### config.mk
export PLATFORM = sky130hd
export DESIGN_NAME = close_onto_fault_guard
export DESIGN_NICKNAME = d
export VERILOG_FILES = /design/src/pkg/close_onto_fault_guard_pkg.sv /design/src/hw/close_onto_fault_guard.sv
export SDC_FILE = /design/constraint.sdc
export NUM_CORES = 2
export LEC_CHECK = 0
export BUFFER_PORTS_ARGS = -buffer_cell sky130_fd_sc_hd__buf_2
export CAP_MARGIN = 20
export CORE_AREA = 2 2 380 382
export CTS_CLUSTER_SIZE = 40
export DETAILED_ROUTE_END_ITERATION = 10
export DIE_AREA = 0 0 382 384
export PLACE_DENSITY = 0.75
export SLEW_MARGIN = 20
export SYNTH_ARGS = -nofsm -noshare
export SYNTH_HDL_FRONTEND = slang
export SYNTH_SLANG_ARGS = --single-unit
### constraint.sdc
create_clock -name clk_in -period 9.55 [get_ports clk_in]
set_input_delay 1.91 -clock clk_in [delete_from_list [all_inputs] [get_ports clk_in]]
set_output_delay 1.91 -clock clk_in [all_outputs]
set_load 0.005 [all_outputs]
### src/pkg/close_onto_fault_guard_pkg.sv
package close_onto_fault_guard_pkg;
   // register byte offsets
   localparam logic [7:0] CTRL_OFS = 8'h00;
   localparam logic [7:0] REL_OFS = 8'h04;
   localparam logic [7:0] STATUS_OFS = 8'h08;
   localparam logic [7:0] TIME_OFS = 8'h0C;
   localparam logic [7:0] HIST_CNT_OFS = 8'h10;
   localparam logic [7:0] HIST_SEL_OFS = 8'h14;
   localparam logic [7:0] REC_EVT_OFS = 8'h18;
   localparam logic [7:0] REC_TIME_OFS = 8'h1C;
   localparam logic [7:0] REC_REM_OFS = 8'h20;
   localparam logic [7:0] REC_ACT_OFS = 8'h24;
   localparam logic [7:0] REL_GROUP_OFS = 8'h40;
   // ctrl fields
   localparam int MODE_LSB = 0;
   localparam int FORCE_EN_BIT = 4;
   localparam int FORCE_LSB = 5;
   localparam int STORE_ON_BIT = 8;
   localparam int STORE_OFF_BIT = 9;
   localparam int GROUP_LSB = 12;
   localparam logic [2:0] MODE_ON = 3'h1;
   localparam logic [2:0] MODE_BLOCKED = 3'h2;
   localparam logic [2:0] MODE_TEST = 3'h3;
   localparam logic [2:0] MODE_TEST_BLOCKED = 3'h4;
   localparam logic [2:0] MODE_OFF = 3'h5;
   localparam logic [1:0] FORCE_NORMAL = 2'h0;
   localparam logic [1:0] FORCE_BLOCKED = 2'h1;
   localparam logic [1:0] FORCE_ACTIVE = 2'h2;
   localparam logic [1:0] FORCE_TRIP = 2'h3;
   localparam logic [2:0] COND_NORMAL = 3'h0;
   localparam logic [2:0] COND_INIT = 3'h1;
   localparam logic [2:0] COND_ACTIVE = 3'h2;
   localparam logic [2:0] COND_TRIP = 3'h3;
   localparam logic [2:0] COND_BLOCKED = 3'h4;
   localparam logic [31:0] CTRL_RESET = 32'h0000_0301;
   // event codes: {signal, on}
   localparam logic [1:0] EV_INIT = 2'h0;
   localparam logic [1:0] EV_BLOCK = 2'h1;
   localparam logic [1:0] EV_ACTIVE = 2'h2;
   localparam logic [1:0] EV_TRIP = 2'h3;
   // timing: release time in ms, ms tick at 250 MHz
   localparam int CLK_MHZ = 250;
   localparam int MS_US = 1000;
   localparam int TICK_CYCLES = CLK_MHZ * MS_US;
   localparam logic [31:0] REL_DEFAULT_MS = 32'h0000_03E8;
   localparam logic [31:0] REL_MAX_MS = 32'h001B_7740;
   localparam int HIST_DEPTH = 12;
   localparam int GROUP_COUNT = 8;
endpackage

### src/hw/close_onto_fault_guard.sv
// The AHB-Lite slave port and the register addresses were left to the implementer.
`timescale 1ns/1ns
// Overview of operation
// - rising edge on activate arms guard and starts release timing.
// - function input while armed trips at once.
// - armed for release time, default 1 s, max 1800 s.
// - block input held prevents the armed window from starting.
// - mode codes 1 On, 2 Blocked, 3 Test, 4 Test/Blocked, 5 Off; default On.
// - with forcing enabled, status forced Normal/Blocked/Active/Trip; default Normal.
// - condition code 0 Normal,1 Init,2 Active,3 Trip,4 Blocked.
// - separate blocked, active, trip outputs; each activation makes event and record.
// - on/off events for init, block, active, trip; storing on/off selectable.
// - events timestamped; last 12 records kept.
// - record holds time, event, setting group, remaining and elapsed time.
// - release time taken from the selected setting group.
module close_onto_fault_guard #(
   parameter int TICK = close_onto_fault_guard_pkg::TICK_CYCLES,
   parameter int DEPTH = close_onto_fault_guard_pkg::HIST_DEPTH
) (
   input wire logic clk_in,
   input wire logic arst_n_in,
   input wire logic activate_in,
   input wire logic block_in,
   input wire logic function_in,
   input wire logic [31:0] haddr_in,
   input wire logic [1:0] htrans_in,
   input wire logic hwrite_in,
   input wire logic [2:0] hsize_in,
   input wire logic [31:0] hwdata_in,
   input wire logic hsel_in,
   input wire logic hready_in,
   output logic [31:0] hrdata_out,
   output logic hreadyout_out,
   output logic hresp_out,
   output logic active_out,
   output logic trip_out,
   output logic blocked_out,
   output logic event_out,
   output logic [2:0] event_code_out
);
   typedef enum logic [1:0] {ST_IDLE, ST_ARMED, ST_TRIPPED} state_e;
   state_e state_reg;
   logic [2:0] act_sync_reg, blk_sync_reg, fn_sync_reg;
   logic act_reg, blk_reg, fn_reg, act_prev_reg;
   logic [31:0] ctrl_reg;
   logic [31:0] rel_group_reg [close_onto_fault_guard_pkg::GROUP_COUNT];
   logic [31:0] tick_cnt_reg, ms_time_reg, remain_reg, elapsed_reg;
   logic ap_wr_reg, ap_rd_reg;
   logic [7:0] ap_addr_reg;
   logic [3:0] hist_wr_reg, hist_cnt_reg, hist_sel_reg;
   logic [2:0] rec_evt [DEPTH];
   logic [31:0] rec_time [DEPTH];
   logic [31:0] rec_rem [DEPTH];
   logic [31:0] rec_act [DEPTH];
   logic [2:0] rec_group [DEPTH];
   logic [3:0] sig_prev_reg;
   logic [2:0] cond;
   logic [3:0] sig_now;
   logic [2:0] mode;
   logic [2:0] setting_group;
   logic [31:0] rel_ms;
   logic mode_block, mode_off, forcing, ms_tick, edge_act, do_trip;
   logic [3:0] rise, fall;
   logic store_ev;
   logic [2:0] ev_code;
   logic [3:0] rd_idx;

   // three-stage input synchronisers; levels filtered on stages two and three
   always_ff @(posedge clk_in or negedge arst_n_in) begin
      if (!arst_n_in) begin
         act_sync_reg <= 3'h0;
         blk_sync_reg <= 3'h0;
         fn_sync_reg <= 3'h0;
      end else begin
         act_sync_reg <= {act_sync_reg[1:0], activate_in};
         blk_sync_reg <= {blk_sync_reg[1:0], block_in};
         fn_sync_reg <= {fn_sync_reg[1:0], function_in};
      end
   end

   // filtered levels change only when stages two and three agree
   always_ff @(posedge clk_in or negedge arst_n_in) begin
      if (!arst_n_in) begin
         act_reg <= 1'b0;
         blk_reg <= 1'b0;
         fn_reg <= 1'b0;
         act_prev_reg <= 1'b0;
      end else begin
         if (act_sync_reg[1] == act_sync_reg[2]) act_reg <= act_sync_reg[2];
         if (blk_sync_reg[1] == blk_sync_reg[2]) blk_reg <= blk_sync_reg[2];
         if (fn_sync_reg[1] == fn_sync_reg[2]) fn_reg <= fn_sync_reg[2];
         act_prev_reg <= act_reg;
      end
   end

   assign mode = ctrl_reg[close_onto_fault_guard_pkg::MODE_LSB +: 3];
   assign setting_group = ctrl_reg[close_onto_fault_guard_pkg::GROUP_LSB +: 3];
   assign forcing = ctrl_reg[close_onto_fault_guard_pkg::FORCE_EN_BIT];
   // blocked and test/blocked modes act like a held block input
   assign mode_block = (mode == close_onto_fault_guard_pkg::MODE_BLOCKED) ||
                       (mode == close_onto_fault_guard_pkg::MODE_TEST_BLOCKED);
   assign mode_off = (mode == close_onto_fault_guard_pkg::MODE_OFF);
   assign rel_ms = rel_group_reg[setting_group];
   assign edge_act = act_reg && !act_prev_reg;
   assign ms_tick = (tick_cnt_reg == 32'(TICK - 1));
   assign do_trip = (state_reg == ST_ARMED) && fn_reg && !blk_reg && !mode_block;

   // millisecond timebase, also the event timestamp clock
   always_ff @(posedge clk_in or negedge arst_n_in) begin
      if (!arst_n_in) begin
         tick_cnt_reg <= 32'h0;
         ms_time_reg <= 32'h0;
      end else begin
         tick_cnt_reg <= ms_tick ? 32'h0 : tick_cnt_reg + 32'h1;
         if (ms_tick) ms_time_reg <= ms_time_reg + 32'h1;
      end
   end

   // guard sequencing: arm, time the window, trip instantly
   always_ff @(posedge clk_in or negedge arst_n_in) begin
      if (!arst_n_in) begin
         state_reg <= ST_IDLE;
         remain_reg <= 32'h0;
         elapsed_reg <= 32'h0;
      end else if (mode_off) begin
         state_reg <= ST_IDLE;
         remain_reg <= 32'h0;
      end else begin
         case (state_reg)
            ST_IDLE: begin
               // block wins over a coincident edge
               if (edge_act && !blk_reg && !mode_block) begin
                  state_reg <= ST_ARMED;
                  remain_reg <= (rel_ms == 32'h0) ? 32'h1 : rel_ms;
                  elapsed_reg <= 32'h0;
               end
            end
            ST_ARMED: begin
               if (do_trip) begin
                  state_reg <= ST_TRIPPED;
               end else if (blk_reg || mode_block) begin
                  state_reg <= ST_IDLE;
               end else if (ms_tick) begin
                  elapsed_reg <= elapsed_reg + 32'h1;
                  // the partial first ms is extra, so the window never falls short
                  if (remain_reg == 32'h0) begin
                     remain_reg <= 32'h0;
                     state_reg <= ST_IDLE;
                  end else begin
                     remain_reg <= remain_reg - 32'h1;
                  end
               end
            end
            ST_TRIPPED: begin
               // trip stands while the function input holds
               if (!fn_reg) state_reg <= ST_IDLE;
            end
            default: state_reg <= ST_IDLE;
         endcase
      end
   end

   // condition code, forced status overriding the live one
   always_comb begin
      cond = close_onto_fault_guard_pkg::COND_NORMAL;
      if (forcing) begin
         case (ctrl_reg[close_onto_fault_guard_pkg::FORCE_LSB +: 2])
            close_onto_fault_guard_pkg::FORCE_BLOCKED: cond = close_onto_fault_guard_pkg::COND_BLOCKED;
            close_onto_fault_guard_pkg::FORCE_ACTIVE: cond = close_onto_fault_guard_pkg::COND_ACTIVE;
            close_onto_fault_guard_pkg::FORCE_TRIP: cond = close_onto_fault_guard_pkg::COND_TRIP;
            default: cond = close_onto_fault_guard_pkg::COND_NORMAL;
         endcase
      end else if (state_reg == ST_TRIPPED) begin
         cond = close_onto_fault_guard_pkg::COND_TRIP;
      end else if (blk_reg || mode_block) begin
         cond = close_onto_fault_guard_pkg::COND_BLOCKED;
      end else if (state_reg == ST_ARMED) begin
         cond = (elapsed_reg == 32'h0) ? close_onto_fault_guard_pkg::COND_INIT : close_onto_fault_guard_pkg::COND_ACTIVE;
      end
   end

   // one-hot status indexed by event code: init, block, active, trip
   assign sig_now = {cond == close_onto_fault_guard_pkg::COND_TRIP, cond == close_onto_fault_guard_pkg::COND_ACTIVE,
                     cond == close_onto_fault_guard_pkg::COND_BLOCKED, cond == close_onto_fault_guard_pkg::COND_INIT};
   assign rise = sig_now & ~sig_prev_reg;
   assign fall = ~sig_now & sig_prev_reg;

   // pick one change per cycle, highest code first; lower ones follow later
   always_comb begin
      store_ev = 1'b0;
      ev_code = 3'h0;
      for (int i = 0; i < 4; i++) begin
         if (rise[i] && ctrl_reg[close_onto_fault_guard_pkg::STORE_ON_BIT]) begin
            store_ev = 1'b1;
            ev_code = {i[1:0], 1'b1};
         end else if (fall[i] && ctrl_reg[close_onto_fault_guard_pkg::STORE_OFF_BIT]) begin
            store_ev = 1'b1;
            ev_code = {i[1:0], 1'b0};
         end
      end
   end

   // outputs and event strobe straight from flops
   always_ff @(posedge clk_in or negedge arst_n_in) begin
      if (!arst_n_in) begin
         sig_prev_reg <= 4'h0;
         active_out <= 1'b0;
         trip_out <= 1'b0;
         blocked_out <= 1'b0;
         event_out <= 1'b0;
         event_code_out <= 3'h0;
      end else begin
         // of the stored changes only the reported one is retired, so none is lost
         for (int i = 0; i < 4; i++) begin
            if ((rise[i] || fall[i]) && (!store_ev || ev_code[2:1] == i[1:0] ||
                !ctrl_reg[rise[i] ? close_onto_fault_guard_pkg::STORE_ON_BIT : close_onto_fault_guard_pkg::STORE_OFF_BIT]))
               sig_prev_reg[i] <= sig_now[i];
         end
         active_out <= sig_now[close_onto_fault_guard_pkg::EV_ACTIVE] || sig_now[close_onto_fault_guard_pkg::EV_INIT];
         trip_out <= sig_now[close_onto_fault_guard_pkg::EV_TRIP];
         blocked_out <= sig_now[close_onto_fault_guard_pkg::EV_BLOCK];
         event_out <= store_ev;
         event_code_out <= ev_code;
      end
   end

   // record ring of the last entries, written on each stored event
   always_ff @(posedge clk_in or negedge arst_n_in) begin
      if (!arst_n_in) begin
         hist_wr_reg <= 4'h0;
         hist_cnt_reg <= 4'h0;
      end else if (store_ev) begin
         hist_wr_reg <= (hist_wr_reg == 4'(DEPTH - 1)) ? 4'h0 : hist_wr_reg + 4'h1;
         if (hist_cnt_reg != 4'(DEPTH)) hist_cnt_reg <= hist_cnt_reg + 4'h1;
      end
   end

   // record body: no reset needed, validity tracked by the count
   always_ff @(posedge clk_in) begin
      if (store_ev) begin
         rec_evt[hist_wr_reg] <= ev_code;
         rec_time[hist_wr_reg] <= ms_time_reg;
         rec_rem[hist_wr_reg] <= remain_reg;
         rec_act[hist_wr_reg] <= elapsed_reg;
         rec_group[hist_wr_reg] <= setting_group;
      end
   end

   // ahb-lite address phase capture; zero wait states
   always_ff @(posedge clk_in or negedge arst_n_in) begin
      if (!arst_n_in) begin
         ap_wr_reg <= 1'b0;
         ap_rd_reg <= 1'b0;
         ap_addr_reg <= 8'h0;
      end else if (hready_in) begin
         ap_wr_reg <= hsel_in && htrans_in[1] && hwrite_in;
         ap_rd_reg <= hsel_in && htrans_in[1] && !hwrite_in;
         ap_addr_reg <= haddr_in[7:0];
      end
   end

   // software writes in the data phase; release clamped to its maximum
   always_ff @(posedge clk_in or negedge arst_n_in) begin
      if (!arst_n_in) begin
         ctrl_reg <= close_onto_fault_guard_pkg::CTRL_RESET;
         hist_sel_reg <= 4'h0;
         for (int g = 0; g < close_onto_fault_guard_pkg::GROUP_COUNT; g++)
            rel_group_reg[g] <= close_onto_fault_guard_pkg::REL_DEFAULT_MS;
      end else if (ap_wr_reg) begin
         if (ap_addr_reg == close_onto_fault_guard_pkg::CTRL_OFS) ctrl_reg <= hwdata_in & 32'h0000_737F;
         if (ap_addr_reg == close_onto_fault_guard_pkg::REL_OFS)
            rel_group_reg[setting_group] <= (hwdata_in > close_onto_fault_guard_pkg::REL_MAX_MS) ?
                                            close_onto_fault_guard_pkg::REL_MAX_MS : hwdata_in;
         for (int g = 0; g < close_onto_fault_guard_pkg::GROUP_COUNT; g++) begin
            if (ap_addr_reg == close_onto_fault_guard_pkg::REL_GROUP_OFS + 8'(4 * g))
               rel_group_reg[g] <= (hwdata_in > close_onto_fault_guard_pkg::REL_MAX_MS) ? close_onto_fault_guard_pkg::REL_MAX_MS
                                                                      : hwdata_in;
         end
         if (ap_addr_reg == close_onto_fault_guard_pkg::HIST_SEL_OFS) hist_sel_reg <= hwdata_in[3:0];
      end
   end

   // history select 0 is the newest record
   assign rd_idx = (hist_wr_reg > hist_sel_reg) ? hist_wr_reg - hist_sel_reg - 4'h1
                                                : 4'(DEPTH) + hist_wr_reg - hist_sel_reg - 4'h1;

   // read data registered, so it stands in the cycle after the address phase
   always_ff @(posedge clk_in or negedge arst_n_in) begin
      if (!arst_n_in) begin
         hrdata_out <= 32'h0;
      end else if (hready_in && hsel_in && htrans_in[1] && !hwrite_in) begin
         case (haddr_in[7:0])
            close_onto_fault_guard_pkg::CTRL_OFS: hrdata_out <= ctrl_reg;
            close_onto_fault_guard_pkg::REL_OFS: hrdata_out <= rel_ms;
            close_onto_fault_guard_pkg::STATUS_OFS: hrdata_out <= {20'h0, 1'b0, mode, 1'b0, cond, 4'(state_reg)};
            close_onto_fault_guard_pkg::TIME_OFS: hrdata_out <= ms_time_reg;
            close_onto_fault_guard_pkg::HIST_CNT_OFS: hrdata_out <= {28'h0, hist_cnt_reg};
            close_onto_fault_guard_pkg::HIST_SEL_OFS: hrdata_out <= {28'h0, hist_sel_reg};
            close_onto_fault_guard_pkg::REC_EVT_OFS: hrdata_out <= {25'h0, rec_group[rd_idx], 1'b0, rec_evt[rd_idx]};
            close_onto_fault_guard_pkg::REC_TIME_OFS: hrdata_out <= rec_time[rd_idx];
            close_onto_fault_guard_pkg::REC_REM_OFS: hrdata_out <= rec_rem[rd_idx];
            close_onto_fault_guard_pkg::REC_ACT_OFS: hrdata_out <= rec_act[rd_idx];
            default: hrdata_out <= (haddr_in[7:5] == 3'h2) ? rel_group_reg[haddr_in[4:2]] : 32'h0;
         endcase
      end
   end

   // always ready, always okay
   always_ff @(posedge clk_in or negedge arst_n_in) begin
      if (!arst_n_in) begin
         hreadyout_out <= 1'b1;
         hresp_out <= 1'b0;
      end else begin
         hreadyout_out <= 1'b1;
         hresp_out <= 1'b0;
      end
   end
endmodule

==> results.cfg <==
[run_status]
status = complete, no violations

[die]
die_h_um = 384
die_w_um = 382
io_pins = 118
start_util_pct = 49.63
row_count = 139
core-area_mm2 = 0.1428
die_area_mm2 = 0.1467

[finish]
nets = 4662
area_delta_synth_final_pct = 11.54
stdcell_count = 6603
drive_gt1_share_pct = 20.77
top_regs = rec_act x384, rec_rem x384, rec_time x384

[cts]
postCtsHoldBufs = 0
cts_sinks = 1699
post_cts_resized = 0
cts_tree = done
clockBufferDepth = 3
clk_latency_ns = 0.82
cts_buffers = 166
cts.clk_slew.worst_paths_ns = 0.06
clock-root-buffer = clkbuf_16
h-tree-depth = 4
cts_setup_buffers = 0

[critical_path]
crit_type = flop to flop
cp_data_required_time_ns = 9.96
crit_path_end_kind = flop
critPathMaxFanout = 52
crit_arrival_ns = 6.44
critPathLaunchType = flop

[pwr]
peakVddDrop_uv = 537.0
power_density_mw_per_mm2 = 277.6
power.leakage_nw = 28.36

[drt]
drt_first_pass_iters = 8
vias = 43153
vias_per_cell = 6.535
drc = 0
drtAntennaViolNets = 0
wl_per_cell_um = 29.74
postRouteWirelength_um = 196400
dr.first_iter.drc_count = 6394

[sta]
tightest_slew_ns = 1.309
slew_headroom_pct = 10.21
min_period_ns = 6.025
rsz0062_at_grt = false
fin_worst_skew_ns = 0.04483
setup_violations = 0
hold_viol_final = 0
slew_violations = 0
tns_ns = 0
fmax_mhz = 166.0
finalCritPeriodShare_pct = 63.09

[global_routing]
grt_pass1_wl_um = 285800
antenna_found_initial = 12
grt_max_degree = 143
grt_usage_pct = 26.64
grt_pass1_vias = 42493
overflow = 0

[place]
dp.cells = 6288
portBuffers = 87
routabilityCongestion = 0.9523
hpwl_um = 112200

[synthesis]
synthArstFlopShare_pct = 27.96
yosys_warnings = 0
ys_types = 91
synth_nets = 4575
ys_ff_latch = 1699
synth-edff-count = 1224
seq_area_frac_synth_pct = 68.73
synth_area_mm2 = 0.07087
syn-instance-count = 4468
avgSynthCellArea_um2 = 15.86
ys.flop_type = edfxtp_1

[min_path]
worstHoldPathType = flop to flop

[run]
max_cap_viol_count = 0
-- area by class of cell --
| type | instances | area [µm²] |
|---|---|---|
| tap | 1903 | 2381 |
| clock inverter | 88 | 839.6 |
| fill | 10851 | 63740 |
| antenna | 6 | 15.01 |
| sequential | 1699 | 48710 |
| clock buffer | 219 | 4514 |
| timing repair buffer | 181 | 1269 |
| multi-input combinational | 2458 | 21130 |
| inverter | 49 | 183.9 |
-- cells by family after synthesis --
| family | synth area share [%] |
|---|---|
| flip-flops | 68.73 |
| AND/OR/NAND/NOR | 7.048 |
| AO/OA/AOI/OAI | 6.460 |
| multiplexers | 14.16 |
| buffers and inverters | 1.774 |
| XOR/XNOR | 1.211 |
| adder cells (fa/ha/maj) | 0.6038 |
| other | 0.01060 |
-- cells in the final DEF (no fill, tap or decap), types with 42 or more instances in the layout --
master / n
a21oi_1: 105
a221oi_1: 50
a31oi_1: 56
and2_1: 97
buf_2: 85
buf_4: 86
clkbuf_16: 167
dfrtp_1: 421
dfstp_2: 51
edfxtp_1: 1224
inv_1: 49
mux2_2: 74
mux2i_1: 113
mux4_2: 357
nand2_1: 417
nand3_1: 90
nand4_1: 42
nor2_1: 204
o21ai_0: 277
xnor2_1: 54
xor2_1: 42
-- synthesized netlist by cell type, drive strengths merged, types with 47 or more instances --
master / instances / share of area [%]
o21ai: 285 / 2.0
edfxtp: 1224 / 52
mux4: 357 / 11
clkbuf: 162 / 0.86
nor2: 209 / 1.1
xnor2: 55 / 0.68
nand2: 423 / 2.2
a21oi: 105 / 0.74
and2: 98 / 0.87
buf: 100 / 0.66
inv: 49 / 0.26
dfrtp: 424 / 15
dfstp: 51 / 1.9
mux2i: 115 / 1.6
a31oi: 56 / 0.49
a221oi: 50 / 0.62
mux2: 75 / 1.2
nor3: 47 / 0.37
nand3: 90 / 0.64
-- where the power goes --
part	switching (mW)	leakage, nW	internal (mW)	total, mW
Combinational	3.81	8.71	2.46	6.27
Clock	2.87	2.61	3.56	6.43
Sequential	0.473	17.0	8.77	9.24
-- worst paths after layout --
path	from	end	slack (ns)	depth (start not counted)
max	elapsed_reg[0]$_DFFE_PN0P_	rec_time[2][28]$_DFFE_PP_	3.52	12
min	act_sync_reg[0]$_DFF_PN0_	act_sync_reg[1]$_DFF_PN0_	0.35	0
max reg2reg	elapsed_reg[0]$_DFFE_PN0P_	rec_time[2][28]$_DFFE_PP_	3.52	12
min reg2reg	act_sync_reg[0]$_DFF_PN0_	act_sync_reg[1]$_DFF_PN0_	0.35	0
max in group asynchronous	arst_n_in	rel_group_reg[75]$_DFFE_PN0P_	6.36	3
min in group asynchronous	arst_n_in	rel_group_reg[148]$_DFFE_PN0P_	1.14	1
-- critical path, cell delays in order (launching register included) --
cell,delay [ns]
dfrtp_1,0.58
inv_1,0.21
ha_1,0.19
nor4b_1,0.24
nand4_1,0.32
nor4_1,0.76
ha_1,0.33
a22o_1,0.17
or2_2,0.34
inv_1,0.11
nor2_1,0.35
and3_4,1.00
buf_4,0.98
-- through the flow --
stage               hold slack, ns  power [mW]  utilization (%)  area [µm²]  worst slack [ns]
finish                      0.3499       21.94            55.36       79040             3.525
global route                0.3558       22.68            55.35       79030             3.254
CTS                         0.3525       21.92            55.31       78970             3.681
detailed placement          0.3387       15.53            51.56       73620             3.753
global placement            0.3327       15.38            51.55       73600             3.836
floorplan                   0.3312       13.57                -       70870             2.654
-- routing by layer --
layer | global-route usage, % | part of all wire, % | vias up
met1 | 35.87 | 37 | 22114
met3 | 8.432 | 13 | 521
met5 | 0 | 0.043 | -
met4 | 10.43 | 4.1 | 12
li1 | - | - | 17640
met2 | 40.65 | 46 | 2866
No activity file was read; power rests on OpenSTA's default activity.
